[src/design/mdb_map.svh]
/*
 register numbers, codes, bit positions and limits of the link, and the controller's software map.
 assumes plain textual inclusion.
*/
`ifndef MDB_MAP_SVH
`define MDB_MAP_SVH

// drive register numbers as counted on the wire plus one
`define MDB_REG_CONTROL 16'h0001
`define MDB_REG_SPEED 16'h0002
`define MDB_REG_TORQUE 16'h0003
`define MDB_REG_RAMP 16'h0004
`define MDB_REG_STATUS 16'h0006
`define MDB_REG_MON_FIRST 16'h0007
`define MDB_REG_MON_LAST 16'h0018
`define MDB_REG_ONE 16'h0001

// function and exception codes
`define MDB_FN_READ_MULTI 8'h03
`define MDB_FN_WRITE_SINGLE 8'h06
`define MDB_FN_WRITE_MULTI 8'h10
`define MDB_EXC_NONE 8'h00
`define MDB_EXC_FUNCTION 8'h01
`define MDB_EXC_ADDRESS 8'h02
`define MDB_EXC_VALUE 8'h03

// control word bits
`define MDB_CW_RUN 0
`define MDB_CW_FAST_STOP 1
`define MDB_CW_FAULT_RESET 2
`define MDB_CW_COAST 3

// status byte bits
`define MDB_ST_RUNNING 0
`define MDB_ST_TRIPPED 1
`define MDB_ST_INHIBIT 3
`define MDB_ST_MAINT 4
`define MDB_ST_STANDBY 5
`define MDB_ST_READY 6

// configuration values and limits
`define MDB_RAMP_MAX 16'hEA60
`define MDB_CMD_SRC_FIELDBUS 4'h4
`define MDB_SEL_NONE 2'h0
`define MDB_SEL_MODBUS 2'h1
`define MDB_SEL_CAN 2'h2
`define MDB_WORD_ZERO 16'h0000
`define MDB_BYTE_ZERO 8'h00
`define MDB_QTY_ONE 8'h01

// link controller software map, byte offsets
`define MDB_AHB_CMD 8'h00
`define MDB_AHB_STATUS 8'h04
`define MDB_AHB_DATA_BASE 8'h80
`define MDB_CMD_GO 31
`define MDB_STAT_BUSY 0
`define MDB_STAT_DONE 1
`define MDB_STAT_EXC 2
`define MDB_BUF_WORDS 32

`endif

[src/design/mdb_pkg.sv]
/*
 types shared by both ends of the link.
 assumes nothing of its importers.
*/
package mdb_pkg;

    typedef enum logic [3:0]
    {
        MDB_DEV_IDLE = 4'b0001,
        MDB_DEV_READ = 4'b0010,
        MDB_DEV_COLLECT = 4'b0100,
        MDB_DEV_OFF = 4'b1000
    } mdb_dev_state_t;

    typedef enum logic [2:0]
    {
        MDB_MST_IDLE = 3'b001,
        MDB_MST_SEND = 3'b010,
        MDB_MST_WAIT = 3'b100
    } mdb_mst_state_t;

    typedef logic [15:0] mdb_word_t;

endpackage

[src/design/mdb_link_if.sv]
/*
 frame link between the master end and the drive end.
 assumes one shared sys_clk; beats are never stalled.
*/
`timescale 1ns/100ps
interface mdb_link_if;
    logic req_valid;
    logic [7:0] req_func;
    logic [15:0] req_addr;
    logic [7:0] req_qty;
    logic [15:0] req_data;
    logic req_last;
    logic rsp_valid;
    logic [7:0] rsp_exc;
    logic [15:0] rsp_data;
    logic rsp_last;

    modport dev
    (
        input req_valid, req_func, req_addr, req_qty, req_data, req_last,
        output rsp_valid, rsp_exc, rsp_data, rsp_last
    );

    modport mst
    (
        output req_valid, req_func, req_addr, req_qty, req_data, req_last,
        input rsp_valid, rsp_exc, rsp_data, rsp_last
    );
endinterface

[src/design/mdb_drive_regs.sv]
/*
 drive end: motor drive register bank answering link requests.
 assumes one request at a time and drive inputs synchronous to sys_clk.
*/
// Implementation choice: the AHB-Lite slave port.
// Overview of operation
// - answer read-multiple and write-single requests
// - write-multiple only within registers one to four
// - master sends register number minus one
// - only one of Modbus or CAN active
// - option module disables Modbus and CAN
// - control and speed act only when source four
// - ramp applies while fieldbus ramp enabled
// - ramp value limited to 0..60000 hundredths
// - registers six to twenty-four always readable
// - control bit zero runs or stops
// - control bit one requests fast stop
// - control bit two clears active faults
// - master clears reset bit after fault clears
// - control bit three issues coast stop
// - speed setpoint in tenths of hertz
// - torque setpoint in tenths of percent
// - status running, tripped, inhibit bits
// - status maintenance and standby bits
// - status ready bit from four conditions
// - high byte holds fault number when tripped
`timescale 1ns/100ps
`include "mdb_map.svh"
module mdb_drive_regs
    import mdb_pkg::*;
(
    input wire logic sys_clk,
    input wire logic sys_rst,
    input wire logic sys_ce,
    mdb_link_if.dev link,
    input wire logic [1:0] link_select,
    input wire logic option_module_present,
    input wire logic [3:0] command_source_select,
    input wire logic fieldbus_ramp_enable,
    input wire logic drive_running,
    input wire logic drive_tripped,
    input wire logic safe_halt_input_open,
    input wire logic maint_time_reached,
    input wire logic standby_active,
    input wire logic mains_present,
    input wire logic enable_input_present,
    input wire logic [7:0] fault_number,
    input wire logic [17:0][15:0] monitor_words,
    output logic modbus_enable_q,
    output logic can_enable_q,
    output logic run_enable_q,
    output logic fast_stop_q,
    output logic fault_reset_q,
    output logic coast_stop_q,
    output logic [15:0] speed_ref_q,
    output logic [15:0] torque_ref_q,
    output logic [15:0] ramp_time_q,
    output logic ramp_apply_q
);

////////////////////////////////////////////////////////////////////////////////

    mdb_dev_state_t state_q;
    mdb_word_t control_q;
    mdb_word_t speed_q;
    mdb_word_t torque_q;
    mdb_word_t ramp_q;
    mdb_word_t cur_q;
    logic [7:0] left_q;
    logic [7:0] exc_q;
    logic bulk_ok_q;
    logic rsp_valid_q;
    logic [7:0] rsp_exc_q;
    mdb_word_t rsp_data_q;
    logic rsp_last_q;

    function automatic logic writable(input mdb_word_t num);
        writable = num >= `MDB_REG_CONTROL && num <= `MDB_REG_RAMP;
    endfunction

    function automatic logic value_ok(input mdb_word_t num, input mdb_word_t val);
        value_ok = (num != `MDB_REG_RAMP) || (val <= `MDB_RAMP_MAX);
    endfunction

////////////////////////////////////////////////////////////////////////////////
// decoding

    wire modbus_on = (link_select == `MDB_SEL_MODBUS) && !option_module_present;
    wire can_on = (link_select == `MDB_SEL_CAN) && !option_module_present;
    wire cmd_ok = (command_source_select == `MDB_CMD_SRC_FIELDBUS) && !option_module_present;
    wire take = link.req_valid && modbus_on;
    wire is_idle = state_q == MDB_DEV_IDLE;
    wire is_collect = state_q == MDB_DEV_COLLECT;
    wire fn_read = link.req_func == `MDB_FN_READ_MULTI;
    wire fn_single = link.req_func == `MDB_FN_WRITE_SINGLE;
    wire fn_multi = link.req_func == `MDB_FN_WRITE_MULTI;
    // wire address is zero based, register numbers are one based
    wire [15:0] first_num = link.req_addr + `MDB_REG_ONE;
    wire [16:0] last_num = {1'b0, first_num} + {9'h000, link.req_qty} - 17'h00001;
    wire qty_ok = link.req_qty >= `MDB_QTY_ONE;
    wire read_range = qty_ok && ((first_num >= `MDB_REG_CONTROL && last_num <= {1'b0, `MDB_REG_RAMP}) ||
                      (first_num >= `MDB_REG_STATUS && last_num <= {1'b0, `MDB_REG_MON_LAST}));
    wire bulk_range = qty_ok && first_num >= `MDB_REG_CONTROL && last_num <= {1'b0, `MDB_REG_RAMP};
    wire [15:0] wr_num = is_collect ? cur_q : first_num;
    wire [15:0] wr_val = link.req_data;
    wire wr_allowed = (is_idle && fn_single) || (is_idle && fn_multi && bulk_range) ||
                      (is_collect && bulk_ok_q);
    wire wr_en = take && wr_allowed && writable(wr_num) && value_ok(wr_num, wr_val);
    wire val_bad = take && wr_allowed && writable(wr_num) && !value_ok(wr_num, wr_val);

    wire status_ready = mains_present && !safe_halt_input_open && !drive_tripped && enable_input_present;
    wire [7:0] status_low = {1'b0, status_ready, standby_active, maint_time_reached,
                             safe_halt_input_open, 1'b0, drive_tripped, drive_running};
    wire [7:0] status_high = drive_tripped ? fault_number : `MDB_BYTE_ZERO;
    wire [15:0] mon_index = cur_q - `MDB_REG_MON_FIRST;

    function automatic mdb_word_t read_word(input mdb_word_t num);
        unique case (1'b1)
            num == `MDB_REG_CONTROL: read_word = control_q;
            num == `MDB_REG_SPEED: read_word = speed_q;
            num == `MDB_REG_TORQUE: read_word = torque_q;
            num == `MDB_REG_RAMP: read_word = ramp_q;
            num == `MDB_REG_STATUS: read_word = {status_high, status_low};
            num >= `MDB_REG_MON_FIRST && num <= `MDB_REG_MON_LAST: read_word = monitor_words[mon_index[4:0]];
            default: read_word = `MDB_WORD_ZERO;
        endcase
    endfunction

////////////////////////////////////////////////////////////////////////////////
// holding registers

    always_ff @(posedge sys_clk)
    begin
        if (sys_rst)
        begin
            control_q <= `MDB_WORD_ZERO;
            speed_q <= `MDB_WORD_ZERO;
            torque_q <= `MDB_WORD_ZERO;
            ramp_q <= `MDB_WORD_ZERO;
        end
        else if (sys_ce && wr_en)
        begin
            unique case (1'b1)
                wr_num == `MDB_REG_CONTROL: control_q <= wr_val;
                wr_num == `MDB_REG_SPEED: speed_q <= wr_val;
                wr_num == `MDB_REG_TORQUE: torque_q <= wr_val;
                default: ramp_q <= wr_val;
            endcase
        end
    end

////////////////////////////////////////////////////////////////////////////////
// drive outputs; control and speed fall to stop unless the bus commands

    always_ff @(posedge sys_clk)
    begin
        if (sys_rst)
        begin
            modbus_enable_q <= 1'b0;
            can_enable_q <= 1'b0;
            run_enable_q <= 1'b0;
            fast_stop_q <= 1'b0;
            fault_reset_q <= 1'b0;
            coast_stop_q <= 1'b0;
            speed_ref_q <= `MDB_WORD_ZERO;
            torque_ref_q <= `MDB_WORD_ZERO;
            ramp_time_q <= `MDB_WORD_ZERO;
            ramp_apply_q <= 1'b0;
        end
        else if (sys_ce)
        begin
            modbus_enable_q <= modbus_on;
            can_enable_q <= can_on;
            run_enable_q <= cmd_ok && control_q[`MDB_CW_RUN];
            fast_stop_q <= cmd_ok && control_q[`MDB_CW_FAST_STOP];
            // stays up until the master drops bit two
            fault_reset_q <= cmd_ok && control_q[`MDB_CW_FAULT_RESET];
            coast_stop_q <= cmd_ok && control_q[`MDB_CW_COAST];
            speed_ref_q <= cmd_ok ? speed_q : `MDB_WORD_ZERO;
            torque_ref_q <= torque_q;
            ramp_time_q <= ramp_q;
            ramp_apply_q <= fieldbus_ramp_enable;
        end
    end

////////////////////////////////////////////////////////////////////////////////
// request sequencer; answers are one-cycle beats

    always_ff @(posedge sys_clk)
    begin
        if (sys_rst)
        begin
            state_q <= MDB_DEV_IDLE;
            cur_q <= `MDB_WORD_ZERO;
            left_q <= `MDB_BYTE_ZERO;
            exc_q <= `MDB_EXC_NONE;
            bulk_ok_q <= 1'b0;
            rsp_valid_q <= 1'b0;
            rsp_exc_q <= `MDB_EXC_NONE;
            rsp_data_q <= `MDB_WORD_ZERO;
            rsp_last_q <= 1'b0;
        end
        else if (sys_ce)
        begin
            rsp_valid_q <= 1'b0;
            rsp_last_q <= 1'b0;
            unique case (state_q)
                MDB_DEV_OFF:
                begin
                    // traffic is dropped while the port is disabled
                    if (modbus_on)
                        state_q <= MDB_DEV_IDLE;
                end
                MDB_DEV_IDLE:
                begin
                    if (!modbus_on)
                        state_q <= MDB_DEV_OFF;
                    else if (take && fn_read && read_range)
                    begin
                        cur_q <= first_num;
                        left_q <= link.req_qty;
                        state_q <= MDB_DEV_READ;
                    end
                    else if (take && fn_multi && !link.req_last)
                    begin
                        cur_q <= first_num + `MDB_REG_ONE;
                        bulk_ok_q <= bulk_range;
                        exc_q <= !bulk_range ? `MDB_EXC_ADDRESS : (val_bad ? `MDB_EXC_VALUE : `MDB_EXC_NONE);
                        state_q <= MDB_DEV_COLLECT;
                    end
                    else if (take)
                    begin
                        rsp_valid_q <= 1'b1;
                        rsp_last_q <= 1'b1;
                        rsp_data_q <= link.req_data;
                        if (!(fn_read || fn_single || fn_multi))
                            rsp_exc_q <= `MDB_EXC_FUNCTION;
                        else if (fn_read && !qty_ok)
                            rsp_exc_q <= `MDB_EXC_VALUE;
                        else if (fn_read || (fn_single && !writable(first_num)) || (fn_multi && !bulk_range))
                            rsp_exc_q <= `MDB_EXC_ADDRESS;
                        else
                            rsp_exc_q <= val_bad ? `MDB_EXC_VALUE : `MDB_EXC_NONE;
                    end
                end
                MDB_DEV_READ:
                begin
                    rsp_valid_q <= 1'b1;
                    rsp_exc_q <= `MDB_EXC_NONE;
                    rsp_data_q <= read_word(cur_q);
                    rsp_last_q <= left_q == `MDB_QTY_ONE;
                    cur_q <= cur_q + `MDB_REG_ONE;
                    left_q <= left_q - `MDB_QTY_ONE;
                    if (left_q == `MDB_QTY_ONE)
                        state_q <= MDB_DEV_IDLE;
                end
                MDB_DEV_COLLECT:
                begin
                    if (take)
                    begin
                        cur_q <= cur_q + `MDB_REG_ONE;
                        if (val_bad && exc_q == `MDB_EXC_NONE)
                            exc_q <= `MDB_EXC_VALUE;
                        if (link.req_last)
                        begin
                            rsp_valid_q <= 1'b1;
                            rsp_last_q <= 1'b1;
                            rsp_data_q <= link.req_data;
                            rsp_exc_q <= (val_bad && exc_q == `MDB_EXC_NONE) ? `MDB_EXC_VALUE : exc_q;
                            state_q <= MDB_DEV_IDLE;
                        end
                    end
                end
                default:
                    state_q <= MDB_DEV_IDLE;
            endcase
        end
    end

    assign link.rsp_valid = rsp_valid_q;
    assign link.rsp_exc = rsp_exc_q;
    assign link.rsp_data = rsp_data_q;
    assign link.rsp_last = rsp_last_q;

endmodule

[src/flat_wrapper.sv]
// flat-port wrapper written by rule: the top's interface ports become plain ports
module mdb_drive_regs_flat import mdb_pkg::*;
  (sys_clk, sys_rst, sys_ce, link_select, option_module_present, command_source_select, fieldbus_ramp_enable, drive_running, drive_tripped, safe_halt_input_open, maint_time_reached, standby_active, mains_present, enable_input_present, fault_number, monitor_words, modbus_enable_q, can_enable_q, run_enable_q, fast_stop_q, fault_reset_q, coast_stop_q, speed_ref_q, torque_ref_q, ramp_time_q, ramp_apply_q, link_req_valid, link_req_func, link_req_addr, link_req_qty, link_req_data, link_req_last, link_rsp_valid, link_rsp_exc, link_rsp_data, link_rsp_last);
  mdb_link_if link_i ();
  input wire logic sys_clk;
  input wire logic sys_rst;
  input wire logic sys_ce;
  input wire logic [1:0] link_select;
  input wire logic option_module_present;
  input wire logic [3:0] command_source_select;
  input wire logic fieldbus_ramp_enable;
  input wire logic drive_running;
  input wire logic drive_tripped;
  input wire logic safe_halt_input_open;
  input wire logic maint_time_reached;
  input wire logic standby_active;
  input wire logic mains_present;
  input wire logic enable_input_present;
  input wire logic [7:0] fault_number;
  input wire logic [17:0][15:0] monitor_words;
  output logic modbus_enable_q;
  output logic can_enable_q;
  output logic run_enable_q;
  output logic fast_stop_q;
  output logic fault_reset_q;
  output logic coast_stop_q;
  output logic [15:0] speed_ref_q;
  output logic [15:0] torque_ref_q;
  output logic [15:0] ramp_time_q;
  output logic ramp_apply_q;
  input wire logic [$bits(link_i.req_valid)-1:0] link_req_valid;
  input wire logic [$bits(link_i.req_func)-1:0] link_req_func;
  input wire logic [$bits(link_i.req_addr)-1:0] link_req_addr;
  input wire logic [$bits(link_i.req_qty)-1:0] link_req_qty;
  input wire logic [$bits(link_i.req_data)-1:0] link_req_data;
  input wire logic [$bits(link_i.req_last)-1:0] link_req_last;
  output wire logic [$bits(link_i.rsp_valid)-1:0] link_rsp_valid;
  output wire logic [$bits(link_i.rsp_exc)-1:0] link_rsp_exc;
  output wire logic [$bits(link_i.rsp_data)-1:0] link_rsp_data;
  output wire logic [$bits(link_i.rsp_last)-1:0] link_rsp_last;
  assign link_i.req_valid = link_req_valid;
  assign link_i.req_func = link_req_func;
  assign link_i.req_addr = link_req_addr;
  assign link_i.req_qty = link_req_qty;
  assign link_i.req_data = link_req_data;
  assign link_i.req_last = link_req_last;
  assign link_rsp_valid = link_i.rsp_valid;
  assign link_rsp_exc = link_i.rsp_exc;
  assign link_rsp_data = link_i.rsp_data;
  assign link_rsp_last = link_i.rsp_last;
  mdb_drive_regs u_core (.sys_clk(sys_clk), .sys_rst(sys_rst), .sys_ce(sys_ce), .link(link_i), .link_select(link_select), .option_module_present(option_module_present), .command_source_select(command_source_select), .fieldbus_ramp_enable(fieldbus_ramp_enable), .drive_running(drive_running), .drive_tripped(drive_tripped), .safe_halt_input_open(safe_halt_input_open), .maint_time_reached(maint_time_reached), .standby_active(standby_active), .mains_present(mains_present), .enable_input_present(enable_input_present), .fault_number(fault_number), .monitor_words(monitor_words), .modbus_enable_q(modbus_enable_q), .can_enable_q(can_enable_q), .run_enable_q(run_enable_q), .fast_stop_q(fast_stop_q), .fault_reset_q(fault_reset_q), .coast_stop_q(coast_stop_q), .speed_ref_q(speed_ref_q), .torque_ref_q(torque_ref_q), .ramp_time_q(ramp_time_q), .ramp_apply_q(ramp_apply_q));
endmodule
[config.mk]
export PLATFORM = sky130hd
export DESIGN_NAME = mdb_drive_regs_flat
export DESIGN_NICKNAME = d
export VERILOG_FILES = /design/src/design/mdb_pkg.sv /design/src/design/mdb_link_if.sv /design/src/design/mdb_drive_regs.sv /design/src/flat_wrapper.sv
export VERILOG_INCLUDE_DIRS = /design/src /design/src/design
export SDC_FILE = /design/constraint.sdc
export NUM_CORES = 1
export LEC_CHECK = 0
export BUFFER_PORTS_ARGS = -buffer_cell sky130_fd_sc_hd__clkbuf_2
export CORE_MARGIN = 3
export CORE_UTILIZATION = 30
export DETAILED_ROUTE_END_ITERATION = 7
export PLACE_DENSITY_LB_ADDON = 0.3
export SETUP_SLACK_MARGIN = 0.4
export SYNTH_ARGS = -nofsm -noshare
export SYNTH_HDL_FRONTEND = slang
export SYNTH_SLANG_ARGS = --single-unit
[constraint.sdc]
create_clock -name sys_clk -period 8.3 [get_ports sys_clk]
set_input_delay 1.66 -clock sys_clk [delete_from_list [all_inputs] [get_ports sys_clk]]
set_output_delay 1.66 -clock sys_clk [all_outputs]
set_load 0.005 [all_outputs]
==> impl_results.md, run 1 <==
- Status: finished, final reports clean
- Fmax: between 100 and 150 MHz
- Largest net degree at the start of global routing: 82
- Vias per cell: 5.618
- TritonCTS clock tree: built
- Critical Path AT: a little over 7 ns
- Post-Route Utilization: 38.48%
- Clock skew: just under 0.02 ns
- Die X: 217.2 um
- DRT Wirelength: 60400 um
- Crit end category: register
- H-tree levels: 4
- Least-Margin Pin Slew: 1.032 ns
- Syn nets: between 1500 and 2000
- Clk buf depth: 2
- R2R cell count: 9
- CP Data Required Time: 8.59 ns
- RePlAce Congestion: 0.9254
- Row count: 76
- Synth cell count leaders: dfxtp_1 (182), nor2_1 (156), o21ai_0 (120)
- Setup TNS: 0 ns
- Max Cap Violations: 0
- Die Area: 47170 um^2
- Area Overhead vs Synth: 25.24%
- Count of pins over their slew limit: 0
- Worst ir drop on vdd: between 100 and 150 uV
- Seq/Total Area, Yosys: 27.23%
- DRC viols: 0
- Cell with the most instances after synthesis: dfxtp_1
- Average routed wire per standard cell: 23.73 um
- Initial antenna violation count: 7
- First-pass GRT wire length: approximately 88000 um
- RSZ-0062 raised after global routing: false
- CP Class: in2reg
- Nets@finish: 2339
- Die H: 217.2 um
- Power per Cell Area: 132.7 nW/um^2
- CTS sink count: 182
- Layout cells sized above 1: 31.46%
- Initial Util: 30.72%
- Hold_buf cts: 0
- Yosys top cell by area: dfxtp_1
- Post-Syn Instances: about 1600
- Final setup margin: 1.348 ns
- Hold violation total from the final report: 0
- Global route total overflow: 0
- Via count: about 14000
- Yosys reg bits: 182
- CP Launch Type: input port
- Post-synth top area share: 27.23%
- Hold Worst Slack: 0.4734 ns
- Root Buffer: clkbuf_16
- Number of global-route vias before repair: approximately 14000
- EDFF count, synth: 0
- First-pass DRT Iterations: 7
- Insertion delay to the later sink of the worst-skew pair: 0.44 ns
- # port buffers: 444
- CTS buffer count: 17
- Post-synthesis async set-or-reset flop share: 0%
- Initial DRC Count: approximately 1300
- P_leak: between 0.006 and 0.007 uW
- Hold Path Sink: u_core.link.rsp_exc[5]
- HP Start: u_core.link.rsp_exc[5]
- R2R Setup Slk: 3.91 ns
- Avg Cell Area, Syn: 8.517 um^2
- Setup Fix Bufs, Post-CTS: 0
- Total track usage: 24.46%
- Ports: 445
- Dpl cells: ~2500
- Crit Reg-Reg Startpoint: u_core.cur_q[0]
- Post-DP HPWL: roughly 48000 um
- Final Non-Filler Cells: 2545
- Hold Crit Class: reg2reg
- Post-CTS sizing: 0
- Cell count of the worst hold path: 2
- Capturing point of the worst reg2reg path: u_core.link.rsp_data[11]
- Synthesized area: 13380 um^2
- Yosys warning total: 0
- Crit Path Max Fanout: 16
- Core area: approximately 44000 um^2
- Post-synth top flop: dfxtp_1
- Max_slew headroom: 31.03%
- Setup WS pre-CTS: around 0.97 ns
- Minimum clock period: 6.952 ns
- Worst-path clk slew: 0.08 ns
- Netlist cell types: 84
- Period utilization: between 80% and 90%
- Final setup viols: 0
- Post-route ant nets: 0
- Area contributors post-synth: dfxtp_1 (27%), mux4_2 (12%), mux2i_1 (7.9%)
worst max path at each step:
stage	startpoint	to	slack [ns]	cells after the start
global placement	link_req_addr[0]	u_core.torque_q[13]	1.14	18
global route	link_req_addr[0]	u_core.torque_q[7]	0.91	18
detailed placement	link_req_addr[0]	u_core.torque_q[7]	0.97	17
CTS	link_req_addr[0]	u_core.torque_q[7]	1.43	17
floorplan	link_req_addr[0]	u_core.control_q[10]	1.97	20
finish	link_req_addr[0]	u_core.torque_q[9]	1.35	20
cells by family after synthesis:
family,Yosys count,synth area share [%]
buf+inv,160,4.872
fa+ha+maj,34,3.217
xor+xnor,40,2.721
simple gates,567,21.77
compound gates,410,20.23
flops,182,27.23
mux,178,19.96
area by class of cell:
class                   count  area, um^2
diodes                      5       12.51
well taps                 585       732.0
inverters                  37       138.9
clock buffers              17       425.4
multi-input cells        1229        9133
fillers                  4548       26790
repair buffers            475        2457
clock inverters            15       211.5
flip-flops and latches    182        3647
flip-flops by register name, indices dropped and copies added (netlist names):
name                    count
u_core.run_enable_q         1
u_core.link.rsp_data       16
u_core.fault_reset_q        1
u_core.speed_q             16
u_core.ramp_time_q         16
u_core.left_q               8
u_core.state_q              4
u_core.bulk_ok_q            1
u_core.torque_q            16
u_core.link.rsp_valid       1
u_core.fast_stop_q          1
u_core.speed_ref_q         16
u_core.ramp_apply_q         1
u_core.cur_q               16
u_core.modbus_enable_q      1
u_core.can_enable_q         1
u_core.control_q           16
u_core.exc_q                8
u_core.link.rsp_exc         8
u_core.ramp_q              16
u_core.torque_ref_q        16
u_core.link.rsp_last        1
u_core.coast_stop_q         1
report_power, final:
group,internal [uW],switching (uW)
logic,201,260
registers,884,12.1
clock network,422,444
total,1510,716
layout by cell type, fill, tap and decap left out, types with 42 or more instances in the layout:
| cell | netlist | routed |
|---|---|---|
| o21ai_0 | 120 | 120 |
| nand2b_1 | 48 | 48 |
| dfxtp_1 | 182 | 181 |
| nand2_1 | 97 | 97 |
| nor2_1 | 156 | 155 |
| a22oi_1 | 46 | 46 |
| clkbuf_2 | 0 | 443 |
| a21oi_1 | 69 | 69 |
| mux2i_1 | 106 | 106 |
| nand3_1 | 48 | 48 |
| nor3_1 | 43 | 42 |
| mux4_2 | 71 | 71 |
stage by stage:
| stage | cell area (um^2) | total power [uW] |
|---|---|---|
| global placement | 16110 | 1371 |
| CTS | 16740 | 2229 |
| global route | 16760 | 2309 |
| floorplan | 13380 | 1167 |
| detailed placement | 16110 | 1372 |
| finish | 16760 | 2223 |
routing by layer:
| layer | part of all wire, % | up-vias | global-route usage (%) |
|---|---|---|---|
| met5 | 0.022 | - | 0 |
| met4 | 3.5 | 2 | 9.241 |
| met3 | 5.9 | 74 | 3.882 |
| met2 | 51 | 566 | 43.30 |
| met1 | 40 | 6992 | 29.86 |
| li1 | - | 6665 | - |
critical path, stage by stage:
cell and delay (ns):
clkbuf_2 0.09, buf_4 0.20, inv_1 0.16, ha_1 0.41
inv_1 0.11, ha_1 0.28, inv_1 0.04, ha_1 0.23
fa_1 0.42, a211oi_1 0.44, o211ai_1 0.16, a21oi_1 0.28
a211oi_1 0.12, or3_1 0.39, a22oi_1 0.55, a211oi_1 0.13
nand4_1 0.31, o31a_1 0.50, or2_1 0.55, o21ai_0 0.19
(Power assumes the default switching activity.)
==> run 2, diff against run 1 <==
- clock period: 8.3 -> 6.5 ns (I/O delays scaled with it)
==> run 2 against run 1 <==
  * Power up 29%
  * Clock skew down 0.0032 ns
  * Worst setup slack worse by 0.55 ns
  * Final cell count up 2.0%
  * Utilization up 0.97 points
  * Global-route usage down 0.081 points
  * First-iteration DRC count up 2.8%
  * Critical endpoint is now u_core.cur_q[10]
  * Highest routed layer is now met4
==> impl_results.md, run 2 (same netlist as run 1, synthesis figures left out) <==
- Final setup viols: 0
- Critical Path AT: just over 6 ns
- Root Buffer: clkbuf_16
- Vias per cell: 5.616
- Initial Util: 30.72%
- Area Overhead vs Synth: 28.41%
- Hold Crit Class: reg2reg
- Count of pins over their slew limit: 0
- Power per Cell Area: 166.8 nW/um^2
- Hold violation total from the final report: 0
- Crit end category: register
- CP Class: in2reg
- RSZ-0062 raised after global routing: false
- Design Power: 2867 uW
- GR peak layer: met2
- Least-Margin Pin Slew: 1.162 ns
- Initial DRC Count: 1311
- Core area: 43550 um^2
- Number of global-route vias before repair: between 10000 and 15000
- Row count: 76
- Commonest cells after routing, fill and taps aside: clkbuf_2 (443), dfxtp_1 (181), nor2_1 (155), o21ai_0 (120), mux2i_1 (106)
- First-pass DRT Iterations: 5
- Hold_buf cts: 0
- Nets@finish: 2383
- DRC viols: 0
- Max_slew headroom: 21.99%
- Post-CTS sizing: 0
- Ports: 445
- Total track usage: about 24%
- Die H: 217.2 um
- Clock skew: 0.01622 ns
- P_leak: about 0.007 uW
- Die X: 217.2 um
- RePlAce Congestion: ~0.93
- Max Cap Violations: 0
- First-pass GRT wire length: roughly 88000 um
- M3 GR Usage: 4.119%
- CTS sink count: between 150 and 200
- R2R cell count: 9
- # port buffers: 444
- Via count: 14580
- Post-route ant nets: 0
- Fmax: 175.3 MHz
- Global route total overflow: 0
- Post-DP HPWL: 47990 um
- Clk buf depth: 2
- Largest net degree at the start of global routing: 126
- Commonest non-fill, non-tap cell in the layout: clkbuf_2
- Minimum clock period: 5.705 ns
- Grt met2 use: 41.59%
- Average routed wire per standard cell: around 23 um
- GR Util met1: 29.82%
- Worst-path clk slew: 0.09 ns
- TritonCTS clock tree: built
- Status: finished, final reports clean
- Crit Path Max Fanout: 13
- DRT Wirelength: 59980 um
- Period utilization: 87.77%
- CTS buffer count: 17
- CP Data Required Time: between 6 and 7 ns
- H-tree levels: 4
- Insertion delay to the later sink of the worst-skew pair: 0.45 ns
- Die Area: ~47000 um^2
- Cell count of the worst hold path: 2
- Layout cells sized above 1: 32.92%
- Initial antenna violation count: 13
- CP Launch Type: input port
- Setup Fix Bufs, Post-CTS: 0
- Worst ir drop on vdd: 161.7 uV
- Setup TNS: 0 ns
==> run 2: cell count changes in the layout (fill, tap and decap cells not counted), sizes merged <==
cell    previous run  this run
clkinv             8         6
diode              5        12
buf               32        76
inv               44        46
==> run 2: critical path, cell delays in order <==
cell and delay [ns]:
clkbuf_2 0.23, nand3_2 0.25, nor4_1 0.09, xnor2_1 0.90, ha_1 0.32, inv_1 0.06, a221oi_1 0.24, o21ai_0 0.21
o21ai_0 0.21, nor4_1 0.07, or4_1 0.47, a2111o_1 0.42, nand4bb_1 0.29, a21oi_1 0.37, buf_4 0.24, a21oi_1 0.08
a311oi_1 0.28
==> run 2: through the flow <==
stage          hold WS [ns]  cell area, um^2  util [%]  std cells  setup WS (ns)
2_1_floorplan        0.4433            13380         -       1571         0.5303
3_3_place_gp         0.4561            16520     37.93       2552         0.4785
3_5_place_dp         0.4636            16520     37.93       2552         0.4681
4_1_cts              0.4787            17150     39.38       2584         0.9066
5_1_grt              0.4997            17180     39.44       2594         0.4601
6_report             0.4745            17180     39.45       2596         0.7949
==> run 2: area by class of cell <==
cell class              instances  area, um^2
diodes                         12       30.03
fillers                      4479       26370
inverters                      37       138.9
clock buffers                  17       425.4
well taps                     585       732.0
clock inverters                15       206.4
repair buffers                519        2875
flip-flops and latches        182        3647
multi-input cells            1229        9126
==> run 2: path summary, 6_finish.rpt <==
| kind | from | end | slack (ns) |
|---|---|---|---|
| max reg2reg | u_core.cur_q[0] | u_core.link.rsp_data[15] | 2.25 |
| min reg2reg | u_core.exc_q[6] | u_core.link.rsp_exc[6] | 0.47 |
| max | link_req_addr[9] | u_core.cur_q[10] | 0.79 |
| min | u_core.exc_q[6] | u_core.link.rsp_exc[6] | 0.47 |
==> run 2: report_power, final <==
group / leakage [uW] / switching, uW / internal, uW / total [uW]
Sequential: 0.00147 / 14.9 / 1130 / 1140
Combinational: 0.00509 / 336 / 280 / 616
Clock: 0.000305 / 566 / 541 / 1110
==> run 2: layer usage <==
layer	up-vias	share of wire, %
met3	98	6.5
met5	-	0
li1	6746	-
met2	661	49
met4	0	4.6
met1	7074	40
==> run 3, diff against run 2 <==
- CORE_ASPECT_RATIO: unset -> 0.7
==> run 3 against run 2 <==
  * Die area about the same
  * Sequential cell count unchanged
  * Utilization down 0.37 points
  * Cell area down 0.18%
  * Routed wire length up 5.1%
  * Combinational power up 3%
  * Largest cell class unchanged
  * Largest power group unchanged
  * Highest routed layer is now met5
==> impl_results.md, run 3 (same netlist as run 1, synthesis figures left out) <==
- Crit Path Max Fanout: 16
- Initial antenna violation count: 14
- Die X: 258.4 um
- RSZ-0062 raised after global routing: false
- P_leak: 0.006852 uW
- # port buffers: 444
- CTS sink count: 182
- Core area: 43880 um^2
- Initial DRC Count: 1510
- Layout cells sized above 1: 33.27%
- First-pass DRT Iterations: 6
- Final setup viols: 0
- RePlAce Congestion: 0.9832
- Fillers: ~4500
- H-tree levels: 4
- CTS buffer count: 17
- CP Launch Type: input port
- Worst ir drop on vdd: 195.4 uV
- Total track usage: 25.48%
- Die H: roughly 180 um
- Fin area: 17150 um^2
- Setup Fix Bufs, Post-CTS: 0
- CP Data Required Time: 6.85 ns
- Count of pins over their slew limit: 0
- Fmax: 175.3 MHz
- Area Overhead vs Synth: 28.18%
- Ports: 445
- Vias per cell: about 5.6
- Status: finished, final reports clean
- Largest net degree at the start of global routing: 74
- Least-Margin Pin Slew: 1.103 ns
- Power per Cell Area: between 150 and 200 nW/um^2
- First-pass GRT wire length: 89960 um
- Minimum clock period: 5.704 ns
- Critical Path AT: 6.06 ns
- Final setup margin: 0.7958 ns
- Max Cap Violations: 0
- Average routed wire per standard cell: 24.17 um
- Register area: 3647 um^2
- Post-route ant nets: 0
- Clk buf depth: 2
- Post-Route Utilization: 39.09%
- Nets@finish: 2392
- Insertion delay to the later sink of the worst-skew pair: 0.45 ns
- Number of global-route vias before repair: 13940
- Setup WS pre-CTS: about 0.46 ns
- Row count: 64
- Setup TNS: 0 ns
- Worst-path clk slew: 0.07 ns
- TritonCTS clock tree: built
- DRT Wirelength: 63040 um
- DRC viols: 0
- Maximum cell stage delay along the critical path: approximately 0.46 ns
- Hold violation total from the final report: 0
- Hold_buf cts: 0
- Commonest cells after routing, fill and taps aside: clkbuf_2 (443), dfxtp_1 (181), nor2_1 (155), o21ai_0 (120), mux2i_1 (106)
- Via count: approximately 15000
- Post-CTS sizing: 0
- Crit-path cells: clkbuf_2 > inv_1 > ha_1 > inv_1 > ha_1 > inv_1 > ha_1 > fa_1 > a211oi_1 > buf_4 > o211ai_1 > a21oi_1 > xnor3_1 > o21ai_0 > nor4_1 > and4_1 > nand4_1 > o31a_1 > or2_2 > o21ai_0
- Crit end category: register
- Die Area: around 47000 um^2
- Hold Crit Class: reg2reg
- Commonest non-fill, non-tap cell in the layout: clkbuf_2
- Period utilization: 87.76%
- Root Buffer: clkbuf_16
- Max_slew headroom: 25.96%
- Global route total overflow: 0
- Area taken by multi-input logic gates: slightly above 9000 um^2
- Post-DP HPWL: 50870 um
- Clock skew: 0.01399 ns
- Crit path max-delay cell type: or2_2
- CP Class: in2reg
- Cell area after placement: 16580 um^2
- Initial Util: 30.49%
run 3: changes by cell type in the layout (fill, tap and decap cells not counted), sizes merged:
| cell | change |
|---|---|
| bufinv | +1 |
| inv | -6 |
| buf | +9 |
| clkinvlp | +5 |
| diode | -6 |
| clkinv | -2 |
| clkbuf | +2 |
run 3: cell type report:
class                   instances  area share (%)
clock inverters                13          0.7222
repair buffers                528           16.94
clock buffers                  19           2.524
well taps                     594           4.333
flip-flops and latches        182           21.27
diodes                          6         0.08754
inverters                      37          0.8097
multi-input cells            1229           53.32
run 3: through the flow:
step	hold slack (ns)	instances	power, uW
final	0.4792	2608	2791
after detailed placement	0.4675	2570	1798
after floorplan	0.4433	1571	1490
after CTS	0.4799	2602	2801
after global placement	0.4573	2570	1791
after global routing	0.5006	2607	2904
run 3: final timing paths:
check	startpoint	end	slack, ns	depth (start not counted)
max	link_req_addr[1]	u_core.speed_q[4]	0.80	20
min	u_core.link.rsp_exc[6]	u_core.link.rsp_exc[6]	0.48	2
min reg2reg	u_core.link.rsp_exc[6]	u_core.link.rsp_exc[6]	0.48	2
max reg2reg	u_core.cur_q[0]	u_core.link.rsp_data[15]	2.15	9
run 3: critical path, delay by kind of cell:
kind / cells / cell delay, ns
AO/OA/AOI/OAI: 6 / 1.43
XOR/XNOR: 1 / 0.29
adder cells (fa/ha/maj): 4 / 1.29
buffers and inverters: 5 / 0.51
AND/OR/NAND/NOR: 4 / 1.21
run 3: where the power goes:
group / total (uW) / internal, uW / switching, uW / leakage (uW)
registers: 1140 / 1130 / 14.1 / 0.00147
clock network: 1010 / 533 / 481 / 0.000258
logic: 634 / 283 / 351 / 0.00512
total: 2790 / 1950 / 846 / 0.00685
run 3: layer usage:
| metal | routed length [um] | up-vias | global-route usage [%] |
|---|---|---|---|
| met3 | 4436 | 96 | 4.980 |
| met4 | 2475 | 2 | 10.34 |
| li1 | - | 6776 | - |
| met1 | 24940 | 7066 | 31.22 |
| met2 | 31180 | 660 | 43.94 |
| met5 | 17 | - | 0 |
